===== config.mk =====
export PLATFORM = sky130hd
export DESIGN_NAME = serial_eeprom_controller
export DESIGN_NICKNAME = d
export VERILOG_FILES = /design/src/hw/eeprom_pkg.sv /design/src/hw/serial_eeprom_controller.sv
export SDC_FILE = /design/constraint.sdc
export NUM_CORES = 1
export LEC_CHECK = 0
export BUFFER_PORTS_ARGS = -buffer_cell sky130_fd_sc_hd__buf_2
export CORE_MARGIN = 5
export CORE_UTILIZATION = 43
export DETAILED_ROUTE_END_ITERATION = 6
export PLACE_DENSITY = 0.62
export SLEW_MARGIN = 20
export SYNTH_ARGS = -nofsm -noshare
export SYNTH_HDL_FRONTEND = slang
export SYNTH_SLANG_ARGS = --single-unit

===== constraint.sdc =====
create_clock -name clk -period 8.32 [get_ports clk]
set_input_delay 2.08 -clock clk [delete_from_list [all_inputs] [get_ports clk]]
set_output_delay 2.08 -clock clk [all_outputs]
set_load 0.01 [all_outputs]

===== src/hw/eeprom_pkg.sv =====
package eeprom_pkg;

  // ----------------------------------------------------------------
  // Timing
  // ----------------------------------------------------------------
  localparam int CLK_PERIOD_NS = 4;
  localparam int TIMEOUT_MS = 30;
  localparam int TIMEOUT_CYC = TIMEOUT_MS * 1000000 / CLK_PERIOD_NS;
  localparam int TIMEOUT_W = 23;
  localparam int SCLK_HALF_NS = 500;
  localparam int SCLK_HALF_CYC =
    (SCLK_HALF_NS + CLK_PERIOD_NS - 1) / CLK_PERIOD_NS;
  localparam int HALF_W = 16;

  // ----------------------------------------------------------------
  // Serial frame layout
  // ----------------------------------------------------------------
  localparam int LOC_W = 7;
  localparam int FRAME_W = 18;
  localparam logic [4:0] LEN_SHORT = 5'h0A;
  localparam logic [4:0] LEN_LONG = 5'h12;
  localparam logic [4:0] HDR_BITS = 5'h0A;
  localparam logic [1:0] OPC_EXT = 2'h0;
  localparam logic [1:0] OPC_WRITE = 2'h1;
  localparam logic [1:0] OPC_READ = 2'h2;
  localparam logic [1:0] OPC_ERASE = 2'h3;
  localparam logic [1:0] EXT_LOCK = 2'h0;
  localparam logic [1:0] EXT_STORE_ALL = 2'h1;
  localparam logic [1:0] EXT_CLR_ALL = 2'h2;
  localparam logic [1:0] EXT_UNLOCK = 2'h3;

  // ----------------------------------------------------------------
  // Address load
  // ----------------------------------------------------------------
  localparam logic [7:0] SIGNATURE = 8'hA5;
  localparam logic [6:0] SIG_LOC = 7'h00;
  localparam logic [6:0] LAST_ADDR_LOC = 7'h06;

  typedef enum logic [2:0] {
    CMD_FETCH_ONE = 3'h0,
    CMD_LOCK = 3'h1,
    CMD_UNLOCK = 3'h2,
    CMD_STORE_ONE = 3'h3,
    CMD_STORE_EVERY = 3'h4,
    CMD_CLEAR_ONE = 3'h5,
    CMD_CLEAR_EVERY = 3'h6,
    CMD_RELOAD = 3'h7
  } cmd_code_t;

  typedef struct packed {
    cmd_code_t code;
    logic [LOC_W-1:0] loc;
  } cmd_req_t;

  typedef enum logic [2:0] {
    ST_IDLE, ST_START, ST_SHIFT, ST_GAP, ST_POLL
  } ctl_state_t;

endpackage : eeprom_pkg


===== src/hw/serial_eeprom_controller.sv =====
`timescale 1ns/100ps
`default_nettype none
module serial_eeprom_controller
  import eeprom_pkg::*;
#(
  parameter int TIMEOUT_CYCLES = TIMEOUT_CYC,
  parameter int HALF_CYCLES = SCLK_HALF_CYC
) (
  input wire logic clk, // Core clock.
  input wire logic rst, // Asynchronous reset, active high.
  input wire logic soft_rst, // Soft reset pulse, restarts address load.
  input wire cmd_req_t cmd_in, // Command code and target location.
  input wire logic cmd_start, // Write of one to the busy flag.
  input wire logic data_wr, // Write strobe for the data register.
  input wire logic [7:0] data_wdata, // Data register write value.
  input wire logic addr_wr, // Software write of station address.
  input wire logic [47:0] addr_wdata, // Station address from software.
  input wire logic if_enable, // Serial interface enable.
  input wire logic mon_sel, // Disabled pins show monitor signals.
  input wire logic gp_data_out, // General-purpose level, data pin.
  input wire logic gp_data_oe, // General-purpose enable, data pin.
  input wire logic gp_clk_out, // General-purpose level, clock pin.
  input wire logic [1:0] mii_mon, // Monitor signals: [1] data, [0] clock.
  input wire logic sdio_in, // Serial data pin, input side.
  output logic sdio_out, // Serial data pin, output side.
  output logic sdio_oe, // Serial data pin, output enable.
  output logic serial_clock_out, // Serial clock pin.
  output logic select_out, // Memory chip select.
  output logic busy, // Operation busy flag.
  output logic timeout, // Response timeout flag.
  output logic addr_loaded, // Station address loaded.
  output logic [7:0] data, // Data register contents.
  output logic [47:0] station_addr // Station address.
);

  // ----------------------------------------------------------------
  // State
  // ----------------------------------------------------------------
  ctl_state_t st_ff;
  cmd_code_t op_ff;
  logic [LOC_W-1:0] loc_ff;
  logic [7:0] data_ff;
  logic [7:0] rd_ff;
  logic [FRAME_W-1:0] sh_ff;
  logic [4:0] bit_ff;
  logic [HALF_W-1:0] half_ff;
  logic [TIMEOUT_W-1:0] to_ff;
  logic sclk_ff, cs_ff, pend_ff, boot_ff;
  logic busy_ff, timeout_ff, loaded_ff;
  logic [47:0] station_ff;
  logic din_s1_ff, din_s2_ff;
  logic pin_clk_ff, pin_dat_ff, pin_oe_ff, pin_cs_ff;

  // ----------------------------------------------------------------
  // Frame build
  // ----------------------------------------------------------------
  logic [FRAME_W-1:0] frame;
  logic long_frame, timed;

  // Every frame is left aligned in an 18-bit shifter; short frames
  // simply stop after ten clocks.
  always_comb begin
    frame = {1'b1, OPC_EXT, EXT_LOCK, 5'h00, 8'h00};
    long_frame = 1'b0;
    timed = 1'b0;
    case (op_ff)
      CMD_FETCH_ONE, CMD_RELOAD: begin
        frame = {1'b1, OPC_READ, loc_ff, 8'h00};
        long_frame = 1'b1;
      end
      CMD_STORE_ONE: begin
        frame = {1'b1, OPC_WRITE, loc_ff, data_ff};
        long_frame = 1'b1;
        timed = 1'b1;
      end
      CMD_STORE_EVERY: begin
        frame = {1'b1, OPC_EXT, EXT_STORE_ALL, 5'h00, data_ff};
        long_frame = 1'b1;
        timed = 1'b1;
      end
      CMD_CLEAR_ONE: begin
        frame = {1'b1, OPC_ERASE, loc_ff, 8'h00};
        timed = 1'b1;
      end
      CMD_CLEAR_EVERY: begin
        frame = {1'b1, OPC_EXT, EXT_CLR_ALL, 5'h00, 8'h00};
        timed = 1'b1;
      end
      CMD_UNLOCK: frame = {1'b1, OPC_EXT, EXT_UNLOCK, 5'h00, 8'h00};
      default: frame = {1'b1, OPC_EXT, EXT_LOCK, 5'h00, 8'h00};
    endcase
  end

  // ----------------------------------------------------------------
  // Decode
  // ----------------------------------------------------------------
  wire host_go = cmd_start & ~busy_ff;
  wire launch = boot_ff | pend_ff | host_go;
  wire tick = (half_ff == HALF_W'(HALF_CYCLES - 1));
  wire fall = (st_ff == ST_SHIFT) & tick & sclk_ff;
  wire [4:0] frame_len = long_frame ? LEN_LONG : LEN_SHORT;
  wire last_bit = (bit_ff == frame_len - 5'h01);
  wire in_data = (bit_ff >= HDR_BITS);
  wire is_read = (op_ff == CMD_FETCH_ONE) | (op_ff == CMD_RELOAD);
  wire settled = (to_ff >= TIMEOUT_W'(HALF_CYCLES));
  wire ready = (st_ff == ST_POLL) & settled & din_s2_ff;
  wire expired = (st_ff == ST_POLL) & ~ready &
                 (to_ff == TIMEOUT_W'(TIMEOUT_CYCLES - 1));
  wire fin = ((st_ff == ST_GAP) & tick & ~timed) | ready | expired;
  wire reload = (op_ff == CMD_RELOAD);
  wire sig_ok = (rd_ff == SIGNATURE);
  wire at_sig = (loc_ff == SIG_LOC);
  wire at_last = (loc_ff == LAST_ADDR_LOC);
  wire more = reload & ~expired & (at_sig ? sig_ok : ~at_last);
  wire [2:0] byte_idx = 3'(loc_ff - 7'h01);
  wire eep_oe = (st_ff == ST_SHIFT) & ~(is_read & in_data);

  // ----------------------------------------------------------------
  // Input synchroniser
  // ----------------------------------------------------------------
  // The data pin comes from outside; only the second stage is read.
  always_ff @(posedge clk or posedge rst) begin
    if (rst) begin
      din_s1_ff <= 1'b0;
      din_s2_ff <= 1'b0;
    end else begin
      din_s1_ff <= sdio_in;
      din_s2_ff <= din_s1_ff;
    end
  end

  // ----------------------------------------------------------------
  // Sequencer
  // ----------------------------------------------------------------
  // A soft reset aborts anything in flight and reruns the address load.
  always_ff @(posedge clk or posedge rst) begin
    if (rst) begin
      st_ff <= ST_IDLE;
      cs_ff <= 1'b0;
      sclk_ff <= 1'b0;
    end else if (soft_rst) begin
      st_ff <= ST_IDLE;
      cs_ff <= 1'b0;
      sclk_ff <= 1'b0;
    end else begin
      case (st_ff)
        ST_IDLE: if (launch) st_ff <= ST_START;
        ST_START: begin
          st_ff <= ST_SHIFT;
          cs_ff <= 1'b1;
        end
        ST_SHIFT: if (tick) begin
          sclk_ff <= ~sclk_ff;
          if (sclk_ff && last_bit) begin
            st_ff <= ST_GAP;
            cs_ff <= 1'b0;
          end
        end
        ST_GAP: if (tick) begin
          // Raising select again makes the memory show its ready level.
          st_ff <= timed ? ST_POLL : ST_IDLE;
          cs_ff <= timed;
        end
        ST_POLL: if (fin) begin
          st_ff <= ST_IDLE;
          cs_ff <= 1'b0;
        end
        default: st_ff <= ST_IDLE;
      endcase
    end
  end

  // Half period counter for the generated serial clock.
  always_ff @(posedge clk or posedge rst) begin
    if (rst) half_ff <= '0;
    else if (st_ff == ST_IDLE || st_ff == ST_START || tick) half_ff <= '0;
    else half_ff <= half_ff + HALF_W'(1);
  end

  // Shifter: a new bit leaves on each falling serial clock edge, and
  // read data is sampled there too, half a period after it changed.
  always_ff @(posedge clk or posedge rst) begin
    if (rst) begin
      sh_ff <= '0;
      bit_ff <= '0;
      rd_ff <= '0;
    end else if (st_ff == ST_START) begin
      sh_ff <= frame;
      bit_ff <= '0;
    end else if (fall) begin
      sh_ff <= {sh_ff[FRAME_W-2:0], 1'b0};
      bit_ff <= bit_ff + 5'h01;
      if (in_data) rd_ff <= {rd_ff[6:0], din_s2_ff};
    end
  end

  // Timeout counter runs only while the memory is self-timing, so slow
  // serial clocks never eat into the 30 ms budget.
  always_ff @(posedge clk or posedge rst) begin
    if (rst) to_ff <= '0;
    else if (st_ff != ST_POLL) to_ff <= '0;
    else to_ff <= to_ff + TIMEOUT_W'(1);
  end

  // ----------------------------------------------------------------
  // Command and status
  // ----------------------------------------------------------------
  // Busy and boot start set so that the host sees a busy controller
  // until the post-reset load attempt ends.
  always_ff @(posedge clk or posedge rst) begin
    if (rst) begin
      busy_ff <= 1'b1;
      boot_ff <= 1'b1;
      pend_ff <= 1'b0;
      op_ff <= CMD_RELOAD;
      loc_ff <= SIG_LOC;
    end else if (soft_rst) begin
      busy_ff <= 1'b1;
      boot_ff <= 1'b1;
      pend_ff <= 1'b0;
    end else if (st_ff == ST_IDLE && launch) begin
      busy_ff <= 1'b1;
      boot_ff <= 1'b0;
      pend_ff <= 1'b0;
      if (boot_ff) begin
        op_ff <= CMD_RELOAD;
        loc_ff <= SIG_LOC;
      end else if (!pend_ff) begin
        op_ff <= cmd_in.code;
        loc_ff <= (cmd_in.code == CMD_RELOAD) ? SIG_LOC : cmd_in.loc;
      end
    end else if (fin) begin
      pend_ff <= more;
      busy_ff <= more;
      if (more) loc_ff <= loc_ff + 7'h01;
    end
  end

  // Flags: a new command clears the timeout flag; the load flag clears
  // when a reload starts and sets only on a complete address.
  always_ff @(posedge clk or posedge rst) begin
    if (rst) begin
      timeout_ff <= 1'b0;
      loaded_ff <= 1'b0;
    end else if (soft_rst) begin
      loaded_ff <= 1'b0;
    end else if (st_ff == ST_IDLE && launch && !pend_ff) begin
      timeout_ff <= 1'b0;
      if (boot_ff || cmd_in.code == CMD_RELOAD) loaded_ff <= 1'b0;
    end else if (fin) begin
      if (expired) timeout_ff <= 1'b1;
      if (reload && at_last && !at_sig) loaded_ff <= 1'b1;
    end
  end

  // Data register: host writes it while idle, a fetch overwrites it.
  always_ff @(posedge clk or posedge rst) begin
    if (rst) data_ff <= 8'h00;
    else if (fin && op_ff == CMD_FETCH_ONE) data_ff <= rd_ff;
    else if (data_wr && !busy_ff) data_ff <= data_wdata;
  end

  // Station address: byte n comes from location n plus one. Without a
  // signature nothing is written, so a software value survives.
  always_ff @(posedge clk or posedge rst) begin
    if (rst) station_ff <= 48'h0000_0000_0000;
    else if (fin && reload && !at_sig)
      station_ff[8*byte_idx +: 8] <= rd_ff;
    else if (addr_wr) station_ff <= addr_wdata;
  end

  // ----------------------------------------------------------------
  // Pin multiplexing
  // ----------------------------------------------------------------
  // With the interface off the pins serve as plain outputs or monitors;
  // the engine keeps running unseen, so the host should stay idle.
  wire nxt_pin_clk = if_enable ? sclk_ff :
                     (mon_sel ? mii_mon[0] : gp_clk_out);
  wire nxt_pin_dat = if_enable ? sh_ff[FRAME_W-1] :
                     (mon_sel ? mii_mon[1] : gp_data_out);
  wire nxt_pin_oe = if_enable ? eep_oe : (mon_sel | gp_data_oe);
  wire nxt_pin_cs = if_enable & cs_ff;

  always_ff @(posedge clk or posedge rst) begin
    if (rst) begin
      pin_clk_ff <= 1'b0;
      pin_dat_ff <= 1'b0;
      pin_oe_ff <= 1'b0;
      pin_cs_ff <= 1'b0;
    end else begin
      pin_clk_ff <= nxt_pin_clk;
      pin_dat_ff <= nxt_pin_dat;
      pin_oe_ff <= nxt_pin_oe;
      pin_cs_ff <= nxt_pin_cs;
    end
  end

  assign serial_clock_out = pin_clk_ff;
  assign sdio_out = pin_dat_ff;
  assign sdio_oe = pin_oe_ff;
  assign select_out = pin_cs_ff;
  assign busy = busy_ff;
  assign timeout = timeout_ff;
  assign addr_loaded = loaded_ff;
  assign data = data_ff;
  assign station_addr = station_ff;

endmodule : serial_eeprom_controller
`default_nettype wire


**After elaboration in Yosys (flattened, before gate mapping)**

Index checks and enable logic that the tools add are counted.

- Register bits after elaboration: 152
- Bits of input ports: 80
- Output and inout port bits: 63
- Logic and storage cells: 192

- $add $sub $neg: 7
- $lt $le $gt $ge: 2
- Equality and inequality tests: 25
- Shift operators: 2
- Multiplexer cells: 61
- Bitwise operators: 29
- Reductions and logical operators: 43

Operator list:

| operator | count |
|---|---|
| $pmux 17 s6 | 1 |
| $mux 48 | 2 |
| $bwmux 48 | 1 |
| $shift 8x34->48 const A | 1 |
| $shiftx 8x34->48 | 1 |
| $mux 7 | 6 |
| $mux 18 | 2 |
| $neg 6->34 | 1 |
| $mux 1 | 31 |
| $mux 3 | 9 |
| $add 23x1->23 const B | 1 |
| $eq 23x23->1 const B | 1 |
| $ge 23x7->1 const B | 1 |
| $mux 23 | 1 |
| $reduce_bool 2->1 | 10 |
| $eq 3x3->1 const B | 6 |
| $ne 3x3->1 const B | 6 |
| $add 16x1->16 const B | 1 |
| $eq 16x7->1 const B | 1 |
| $mux 16 | 1 |
| $mux 8 | 2 |
| $mux 5 | 3 |
| $pmux 3 s5 | 1 |
| $and 1x1->1 | 14 |
| 28 further kinds | 65 |

**Depth between registers and ports, before layout**

Gate-level depths: netlist of the first run.

- Depth after elaboration: 12
- Gate-level depth with buffers: 12
- Depth with buffers taken out: 8

**Worst setup path before layout of the first run**

OpenSTA, ideal clock, no wires.

- Path kind: input -> register
- From: input cmd_in[8] in the netlist's numbering
- To: register loc_ff[3]
- Setup time: 0.120 ns
- Arrival: 3.275 ns
- Required time: 8.200 ns
- Setup slack: 4.924 ns
- Stages on the path: 6
- Buffers on the path: 0
- Cell sequence: inv_1 o31ai_1 nor3b_2 a21boi_0 or4b_1 o211a_1

- Cells in the longest elaborated chain, start to end: 5

Ends and longest elaborated chain:

| item | line | source |
|---|---|---|
| start, declared | serial_eeprom_controller.sv:12 | `input wire cmd_req_t cmd_in,` |
| $eq 3x3->1 | serial_eeprom_controller.sv:230 | `loc_ff <= (cmd_in.code == CMD_RELOAD) ? SIG_LOC : cmd_in.loc;` |
| $mux 7 | serial_eeprom_controller.sv:230 |  |
| $mux 7 | serial_eeprom_controller.sv:228 | `end else if (!pend_ff) begin` |
| $mux 7 | serial_eeprom_controller.sv:225 | `if (boot_ff) begin` |
| $mux 7 | serial_eeprom_controller.sv:221 | `end else if (st_ff == ST_IDLE && launch) begin` |
| end signal, assigned | serial_eeprom_controller.sv:230 |  |
| end signal, assigned | serial_eeprom_controller.sv:235 | `if (more) loc_ff <= loc_ff + 7'h01;` |
| end, declared | serial_eeprom_controller.sv:41 | `logic [LOC_W-1:0] loc_ff;` |

Every way passes these cells. The select of a mux whose other input is x is not followed.
A chain may end at the register's enable or synchronous reset.

**Worst setup path in the final report of the first run**

- From: register op_ff[1]
- To: register loc_ff[3]

- Cells in the longest elaborated chain, start to end: 9
- Elaborated cells between the ends (all ways): 16
- Those cells by class: eq/ne: 5; mux: 1; bitwise: 6; reduce/logical: 4

Ends and longest elaborated chain:

| item | line | source |
|---|---|---|
| start, declared | serial_eeprom_controller.sv:40 | `cmd_code_t op_ff;` |
| start signal, assigned | serial_eeprom_controller.sv:229 | `op_ff <= cmd_in.code;` |
| $eq 3x3->1 or $eq 3x2->1 (tied branches) | serial_eeprom_controller.sv:66 | `case (op_ff)` |
| $reduce_or 4->1 (no line) | - |  |
| $mux 1 | serial_eeprom_controller.sv:66 |  |
| $not 1->1 | serial_eeprom_controller.sv:109 | `wire fin = ((st_ff == ST_GAP) & tick & ~timed) \| ready \| expired;` |
| $and 1x1->1 | serial_eeprom_controller.sv:109 |  |
| $or 1x1->1 (2 in series) | serial_eeprom_controller.sv:109 |  |
| $reduce_bool 2->1 (no line) | - |  |
| $reduce_and 4->1 (no line) * | - |  |

Mark *: on every way between the ends. The rest lies on a longest branch, timed or not.

==> results.yml, run 1 <==
detailed_routing:
  routedWlPerCell_um: 18.37
  routed_wl_um: 21900
  ant_nets: 0
  drt_iter0_drc: 485
  first_pass_iters: 5
  vias: 6805
  drc: 0
  routed_via_density: 5.709
logic_synthesis:
  synth_edf_count: 0
  synth-simple-area-share_pct: 21.46
  ys.flop_type: "dfrtp_1"
  synth_top_area_cell: "dfrtp_1"
  yosys_warnings: 0
  async_flop_share_pct: 100.0
  syn-cell-area_mm2: 0.008048
  synth_xor_area_share_pct: 3.700
  synth_nets: 923
  synth_top_area_share_pct: 45.71
  synth_cell_types: 73
  ys_ff_latch: 152
  yosysSeqAreaShare_pct: 47.34
  synth_top_family_by_area: "simple AND/OR/NAND/NOR gates"
  synthCells: 825
  synth_compound_area_share_pct: 15.53
  syn_avg_cell_area_um2: 9.755
  muxShareOfSynthArea_pct: 4.353
  synth_area_leaders: "dfrtp_1, nand2_1, nor2_1, and3_1, ha_1"
  synthAdderAreaFrac_pct: 2.799
clock_tree:
  clk_pin_slew_ps: 70
  ctsResizeCount: 0
  clock_sinks: 152
  hold_buffers: 0
  root_buffer: "clkbuf_16"
  cts_tree: "built"
  htreeDepth: 4
  cts_buffer_depth: 2
  post_cts_buffers: 0
  insertion_delay_ps: 440
  cts_buffers: 17
grt:
  grt_max_degree: 88
  antenna_found_initial: 1
  grt_overflow: 0
  track_usage_pct: 20.53
  grt_pass1_wl_um: 35770
  grt_pass1_vias: 6648
sta:
  rsz0062_at_grt: "no"
  finalCritPeriodShare_pct: 41.20
  fmax_mhz: 291.7
  tns_ps: 0
  hold_ws_ps: 352.6
  skew_ps: 14.61
  drv_slew: 0
  worst_slack_ps: 4892
  slew_headroom_pct: 41.60
  worstMarginPinSlew_ps: 875.9
  finalSetupViolations: 0
  hold_viol: 0
  min_period_ps: 3428
die:
  initial_core_util_pct: 43.31
  core_area_mm2: 0.01858
  rows: 50
  die_width_um: 146.8
  die-area_mm2: 0.02155
  die_h_um: 146.8
  boundaryPins: 143
hold_path:
  min_path_type: "reg -> reg"
setup_path:
  crit_chain: "inv_1 > ha_1 > or4b_4 > and2_4 > or3_1 > a2111o_1 > or4b_1 > o211a_1"
  slowest_delay_ps: 610
  arrival_ps: 3750
  crit_fanout: 12
  cp_slowest_cell: "a2111o_1"
  cp-end-kind: "flop"
  startpoint_type: "flop"
  cp.required_ps: 8640
  critPathKind: "reg -> reg"
layout:
  fillers: 1763
  final_net_count: 1043
  area_growth_pct: 17.63
  insertedDiodeCount: 0
  drive_gt1_share_pct: 23.17
  final_util_pct: 50.95
status:
  status: "completed"
job:
  drv_cap: 0
placement:
  gp_congestion: 0.8317
  hpwl_um: 15320
  pre_cts_ws_ps: 4472
  port_buffers: 142
power:
  totalPowerFinal_mw: 1.992
  irDropWorstVdd_uv: 146.0
  power.leakage_nw: 4.336
  p_per_area_mw_per_mm2: 210.4
## flip-flops by register name, indices dropped and copies added, names as in the netlist, 3 cells and up
name	flops
st_ff	3
op_ff	3
half_ff	16
station_addr	48
rd_ff	8
sh_ff	18
bit_ff	5
loc_ff	7
to_ff	23
data	8
## routing by layer
metal	wire length, µm	global-route usage [%]	share of wire, %	up-vias
met5	13	0	0.059	-
met4	255	5.080	1.2	2
met3	1230	4.966	5.6	28
met2	10200	31.32	47	177
met1	10200	29.54	47	3333
li1	-	-	-	3265
## layout by cell type, fill, tap and decap left out, drive strengths merged, types with 4 or more instances in the layout
cell    count
o21ai      32
xor2       21
mux2       16
a21oi      28
o221ai      4
and4        6
nand2      67
ha         18
clkinv      8
nand4      15
a22oi      14
xnor2      13
nor2       66
mux2i      17
o221a       5
dfrtp     147
nand3b      4
and2        6
a211oi     10
nor4       11
inv        45
a221o      20
a311o      14
nand3      41
or2         4
nor3       32
clkbuf     19
nand2b      8
and3       42
dfstp       5
a31oi       9
or3        12
buf       147
## worst max-delay path: cells and delay by family, from the launching register on
family | cells | cell delay, ps
and+or+nand+nor | 4 | 1670
AOI/OAI and AO/OA | 2 | 750
DFF | 1 | 590
adders and majority gates | 1 | 230
buffers and inverters | 1 | 80
## final timing paths
path	endpoint	cells past startpoint	slack [ps]	start
min in group asynchronous	to_ff[16]$_DFF_PP0_	2	1770	rst
min reg2reg	din_s2_ff$_DFF_PP0_	0	350	din_s1_ff$_DFF_PP0_
min	din_s2_ff$_DFF_PP0_	0	350	din_s1_ff$_DFF_PP0_
max	loc_ff[3]$_DFFE_PP0P_	8	4890	op_ff[1]$_DFFE_PP1P_
max reg2reg	loc_ff[3]$_DFFE_PP0P_	8	4890	op_ff[1]$_DFFE_PP1P_
max in group asynchronous	station_addr[21]$_DFFE_PP0P_	3	5150	rst
## final cells by class
| class | count | area [µm²] | share of cell area (%) |
|---|---|---|---|
| clock buffer | 19 | 452.9 | 4.785 |
| clock inverter | 13 | 141.4 | 1.494 |
| inverter | 42 | 162.7 | 1.718 |
| multi-input combinational | 585 | 3859 | 40.76 |
| sequential | 152 | 3810 | 40.25 |
| tap | 234 | 292.8 | 3.093 |
| timing repair buffer | 147 | 748.2 | 7.904 |
## logic make-up (layout without fill, tap and decap cells)
kind of cell,count (synthesis),in the layout
AO/OA/AOI/OAI,168,168
flip-flops,152,152
AND/OR/NAND/NOR,332,332
adder cells (fa/ha/maj),18,18
multiplexers,33,33
buffers and inverters,88,221
XOR/XNOR,34,34
## synth_stat cells (all sizes together) (5+ instances only)
cell type  number
a211oi         10
a21oi          28
a221o          20
a22oi          14
a311o          14
a31oi           9
and2            6
and3           42
and4            6
buf            16
clkbuf         30
dfrtp         147
dfstp           5
ha             18
inv            42
mux2           16
mux2i          17
nand2          67
nand2b          8
nand3          41
nand4          15
nor2           66
nor3           32
nor4           11
o21ai          32
o221a           5
or3            12
xnor2          13
xor2           21
## through the flow
step,instance area [µm²],instances
finish,9467,1192
global route,9467,1192
CTS,9467,1192
detailed placement,8872,1160
global placement,8869,1160
floorplan,8048,825
## where the power goes
group,internal (mW),switching (mW)
logic,0.141,0.206
clock network,0.460,0.321
registers,0.802,0.0623
(Power assumes the default switching activity.)
==> run 2: changes to the inputs <==
ABC_AREA = 1   (was default)
PLACE_DENSITY = 0.61   (was 0.62)
clock period = 3.2 ns   (was 8.32 ns; I/O delays follow)
==> run 2 against run 1 <==
Sequential power increased to 2.7 times the previous value; first-iteration DRC count increased by 12%; die area increased by 13%; register-to-register slack got worse by 4400 ps; clock skew decreased by 3.6 ps; maximum frequency increased by 27%.
==> results.yml, run 2 <==
logic_synthesis:
  synth_cell_types: 45
  synth.most_common_cell: "nand2_1"
  yosys_warnings: 0
  synthCells: 1270
  syn_avg_cell_area_um2: 7.191
  ys_ff_latch: 152
  synth_edf_count: 0
  yosysSeqAreaShare_pct: 41.72
  synth_nets: 1368
  synth_top_area_cell: "dfrtp_1"
  syn-cell-area_mm2: 0.009133
  async_flop_share_pct: 100.0
  synth_area_leaders: "dfrtp_1, nand2_1, nand3_1, nand4_1, nor2_1"
  synth_top_area_share_pct: 40.28
  ys.flop_type: "dfrtp_1"
  synth_commonest_cells: "nand2_1, nand3_1, dfrtp_1, nor2_1, inv_1"
detailed_routing:
  drt_iter0_drc: 543
  routedWlPerCell_um: 14.82
  routed_wl_um: 25010
  ant_nets: 0
  drc: 0
  routed_via_density: 5.226
  vias: 8816
  first_pass_iters: 5
status:
  status: "completed"
setup_path:
  cp_slowest_cell: "dfstp_2"
  crit_buf_inv: 3
  startpoint_type: "flop"
  cp.required_ps: 3570
  cp_common_cell: "nand2_1"
  cp-end-kind: "flop"
  slowest_delay_ps: 550
  crit_chain: "inv_1 > ha_1 > nand2_1 > inv_1 > nor2_1 > nand2_1 > nor2_1 > nand2_4 > nand3_4 > buf_12 > nand4_2 > nand2_1 > nand2_1 > nand2_1"
  arrival_ps: 3060
  crit_fanout: 54
  critical_path.top_delay_family: "simple AND/OR/NAND/NOR gates"
  critPathKind: "reg -> reg"
layout:
  fillers: 2081
  final_net_count: 1496
  area_growth_pct: 18.07
  final_cell_mix: "nand2_1, nand3_1, dfrtp_1"
  drive_gt1_share_pct: 16.37
  layout_commonest_cell: "nand2_1"
  largest_reg_flops: 48
  stdcell_area_mm2: 0.01078
grt:
  grt_overflow: 0
  grt_max_degree: 55
  antenna_found_initial: 1
  track_usage_pct: 20.70
  grt_pass1_vias: 8077
  grt_pass1_wl_um: 40950
power:
  power.leakage_nw: 5.310
  p_sw_share_pct: 38.42
  irDropWorstVdd_uv: 463.4
  power.switching_mw: 2.610
  p_int_mw: 4.182
  totalPowerFinal_mw: 6.792
  seqPwrFrac_pct: 34.4
  p_per_area_mw_per_mm2: 629.9
  combPwrFrac_pct: 31.9
  p_clk_share_pct: 33.7
sta:
  min_period_ps: 2690
  slew_headroom_pct: 47.79
  drv_slew: 0
  worst_slack_ps: 510.2
  tns_ps: 0
  worstMarginPinSlew_ps: 779.5
  skew_ps: 10.97
  fmax_mhz: 371.8
  rsz0062_at_grt: "no"
  hold_viol: 0
  finalCritPeriodShare_pct: 84.06
  finalSetupViolations: 0
die:
  rows: 53
  die_width_um: 155.7
  initial_core_util_pct: 43.58
  die_h_um: 155.7
  core_area_mm2: 0.02096
  die-area_mm2: 0.02425
  boundaryPins: 143
job:
  drv_cap: 0
clock_tree:
  clk_pin_slew_ps: 70
  cts_tree: "built"
  ctsResizeCount: 0
  htreeDepth: 4
  root_buffer: "clkbuf_16"
  cts_buffer_depth: 2
  post_cts_buffers: 0
  insertion_delay_ps: 430
  cts_buffers: 17
  hold_buffers: 0
  clock_sinks: 152
placement:
  placed_cell_area_mm2: 0.01011
  port_buffers: 142
  gp_congestion: 0.9000
  hpwl_um: 18310
  pre_cts_ws_ps: 513.8
hold_path:
  min_path_type: "reg -> reg"
-- run 2: cells by family after synthesis --
logic type	count (synthesis)	synth area share, %
adder cells (fa/ha/maj)	18	2.466
flip-flops	152	41.72
XOR/XNOR	8	0.7673
AO/OA/AOI/OAI	91	5.563
buffers and inverters	157	7.371
AND/OR/NAND/NOR	844	42.12
-- run 2: final cells by class --
| type | count | area [µm²] | share of cell area [%] |
|---|---|---|---|
| flip-flops and latches | 152 | 3810 | 35.33 |
| multi-input cells | 961 | 4649 | 43.12 |
| repair buffers | 163 | 918.4 | 8.517 |
| clock inverters | 13 | 215.2 | 1.996 |
| well taps | 275 | 344.1 | 3.191 |
| clock buffers | 19 | 452.9 | 4.201 |
| diodes | 1 | 2.502 | 0.02321 |
| inverters | 103 | 390.4 | 3.620 |
-- run 2: per-layer routing --
layer / GRT usage [%] / part of all wire (%)
met1: 28.72 / 46
met2: 32.87 / 47
met3: 4.383 / 5.4
met4: 6.044 / 1.8
met5: 0 / 0
-- run 2: per-stage QoR --
step	hold WS [ps]	util [%]	cells
floorplan	331.2	-	1270
global placement	335.1	48.26	1654
detailed placement	334.7	48.26	1654
CTS	349.3	51.44	1686
global route	374.4	51.46	1687
finish	348.1	51.46	1687
-- run 2: power by group through the flow --
stage / Clock [mW] / Combinational (mW) / Sequential [mW]
floorplan: 0 / 1.57 / 2.35
global placement: 0 / 2.13 / 2.37
detailed placement: 0 / 2.16 / 2.37
CTS: 2.34 / 2.17 / 2.34
global route: 2.42 / 2.46 / 2.37
finish: 2.29 / 2.17 / 2.34
-- run 2: path summary, 6_finish.rpt --
| kind | to | slack, ps | start | depth (start not counted) |
|---|---|---|---|---|
| worst min register to register | din_s2_ff$_DFF_PP0_ | 350 | din_s1_ff$_DFF_PP0_ | 0 |
| min in group asynchronous | sh_ff[16]$_DFFE_PP0P_ | 500 | rst | 2 |
| worst min-delay path | din_s2_ff$_DFF_PP0_ | 350 | din_s1_ff$_DFF_PP0_ | 0 |
| worst max register to register | station_addr[31]$_DFFE_PP0P_ | 510 | op_ff[0]$_DFFE_PP1P_ | 14 |
| worst max-delay path | station_addr[31]$_DFFE_PP0P_ | 510 | op_ff[0]$_DFFE_PP1P_ | 14 |
| max in group asynchronous | busy$_DFFE_PP1P_ | 1960 | rst | 3 |
-- run 2: worst register-to-register path, cell delays in order (launching register included) --
cell     delay, ps
dfstp_2        550
inv_1           80
ha_1           220
nand2_1         70
inv_1           50
nor2_1         100
nand2_1         80
nor2_1         240
nand2_4        110
nand3_4        150
buf_12         250
nand4_2        270
nand2_1        310
nand2_1         80
nand2_1         70
==> run 3: changes to the inputs <==
ABC_AREA = 0   (was 1)
PLACE_DENSITY = 0.65   (was 0.61)
clock period = 2.46 ns   (was 3.2 ns; I/O delays follow)
==> run 3 against run 2 <==
Highest routed layer is now met5; critical path type unchanged; critical endpoint is now loc_ff[3]$_DFFE_PP0P_; the flow now finishes with violations (setup timing); sequential cell count unchanged; critical path depth fell by 6; via count shrank 18%; largest power group unchanged; global-route usage rose by 1.3 points; clock skew rose by 3.4 ps; first-iteration DRC count is 22% lower; sequential share of layout area increased by 0.44 points.
==> results.yml, run 3 (synthesis gave the netlist of run 1 again) <==
setup_path:
  critPathKind: "reg -> reg"
  cp_slowest_cell: "dfstp_2"
  startpoint_type: "flop"
  cp-end-kind: "flop"
  crit_chain: "inv_4 > ha_4 > or4b_4 > and2_4 > or3_4 > a2111o_1 > or4b_1 > o211a_1"
  slowest_delay_ps: 550
  cp.required_ps: 2780
  arrival_ps: 3260
  crit_fanout: 3
placement:
  gp_congestion: 0.8436
  dp.cells: 1268
  port_buffers: 142
  hpwl_um: 17060
  pre_cts_ws_ps: -449.3
layout:
  layout_commonest_cell: "dfrtp_1"
  final_util_pct: 57.31
  drive_gt1_share_pct: 35.43
  final_net_count: 1152
  fillers: 1597
  fin_cells: 1302
  area_growth_pct: 32.32
  final_cell_mix: "dfrtp_1, buf_2, buf_4"
  largest_reg_flops: 48
status:
  failed_checks: "setup timing"
  status: "complete, but fails checks"
detailed_routing:
  first_pass_iters: 5
  vias: 7253
  drt_iter0_drc: 424
  ant_nets: 0
  routed_wl_um: 23090
  routedWlPerCell_um: 17.74
  routed_via_density: 5.571
  drc: 0
clock_tree:
  clk_pin_slew_ps: 60
  insertion_delay_ps: 440
  root_buffer: "clkbuf_16"
  cts_buffer_depth: 2
  clock_sinks: 152
  cts_buffers: 17
  cts_tree: "built"
  htreeDepth: 4
sta:
  rsz0062_at_grt: "yes"
  slew_headroom_pct: 49.87
  hold_viol: 0
  finalCritPeriodShare_pct: 119.4
  skew_ps: 14.40
  fmax_mhz: 340.5
  worstMarginPinSlew_ps: 752.0
  drv_slew: 0
  min_period_ps: 2937
  finalSetupViolations: 58
  worst_slack_ps: -476.8
die:
  die_width_um: 146.8
  initial_core_util_pct: 43.31
  die-area_mm2: 0.02155
  rows: 50
  boundaryPins: 143
  die_h_um: 146.8
  core_area_mm2: 0.01858
grt:
  grt_pass1_vias: 7482
  grt_overflow: 0
  antenna_found_initial: 1
  grt_max_degree: 42
  track_usage_pct: 21.96
  grt_pass1_wl_um: 38340
hold_path:
  min_path_type: "in -> async"
power:
  p_per_area_mw_per_mm2: 653.1
  irDropWorstVdd_uv: 512.6
  power.leakage_nw: 4.950
job:
  drv_cap: 0
run 3: cell types whose count changed in the layout (fill, tap and decap cells not counted), sizes merged, moves of 46 or more:
cell / before / now
nand4: 87 / 15
buf: 163 / 256
nand2: 405 / 67
inv: 103 / 46
nand3: 160 / 41
nor2: 112 / 66
run 3: metrics by stage:
step	power, mW	setup TNS (ps)	instance area, µm²	hold slack (ps)
4_1_cts	7.003	-14730	10630	254.1
5_1_grt	7.300	-21460	10650	270.7
3_5_place_dp	4.367	-15770	9947	334.7
2_1_floorplan	3.799	-20910	8329	331.2
3_3_place_gp	4.339	-13910	9947	337.6
6_report	6.954	-14970	10650	252.9
run 3: what timing repair did:
action | 4_1_cts | 5_1_grt
endpoints found under the setup margin | 66 | 70
resized for setup | 17 | 4
pin swaps | 6 | 1
hold buffers | 0 | 0
cloned | 0 | 0
setup buffers | 1 | 0
run 3: worst paths after layout:
path                                 startpoint  slack, ps                    end  depth (start not counted)
setup / recovery           op_ff[1]$_DFFE_PP1P_       -480  loc_ff[3]$_DFFE_PP0P_                          8
hold / removal                              rst        250  half_ff[12]$_DFF_PP0_                          2
setup reg to reg           op_ff[1]$_DFFE_PP1P_       -480  loc_ff[3]$_DFFE_PP0P_                          8
hold reg to reg             din_s1_ff$_DFF_PP0_        350    din_s2_ff$_DFF_PP0_                          0
max in group asynchronous                   rst       1520    boot_ff$_DFFE_PP1P_                          3
min in group clk                        sdio_in        290    din_s1_ff$_DFF_PP0_                          1
run 3: worst max-delay path, delay by kind of cell, from the launching register on:
| family | cells | cell delay, ps |
|---|---|---|
| compound gates | 2 | 550 |
| fa+ha+maj | 1 | 150 |
| flops | 1 | 550 |
| buf+inv | 1 | 50 |
| simple gates | 4 | 1540 |
run 3: where the power goes:
| group | switching [mW] | internal, mW | total [mW] | leakage (nW) |
|---|---|---|---|---|
| Sequential | 0.123 | 2.71 | 2.84 | 1.95 |
| Combinational | 0.857 | 0.658 | 1.52 | 2.71 |
| Clock | 1.09 | 1.51 | 2.60 | 0.287 |
| Total | 2.07 | 4.88 | 6.95 | 4.95 |
run 3: layer usage:
layer	vias up	track usage, %	share of wire, %
met5	-	0	0.030
met4	2	7.902	2.4
met3	42	5.521	6.0
met2	219	34.71	47
met1	3512	29.38	44
li1	3478	-	-
run 3: area by class of cell:
| cell class | count | area, µm² | area share, % |
|---|---|---|---|
| Multi-Input combinational cell | 585 | 4151 | 38.98 |
| Sequential cell | 152 | 3810 | 35.78 |
| Timing Repair Buffer | 256 | 1640 | 15.40 |
| Clock buffer | 21 | 480.5 | 4.512 |
| Tap cell | 234 | 292.8 | 2.749 |
| Inverter | 42 | 163.9 | 1.539 |
| Clock inverter | 11 | 107.6 | 1.010 |
| Antenna cell | 1 | 2.502 | 0.02350 |
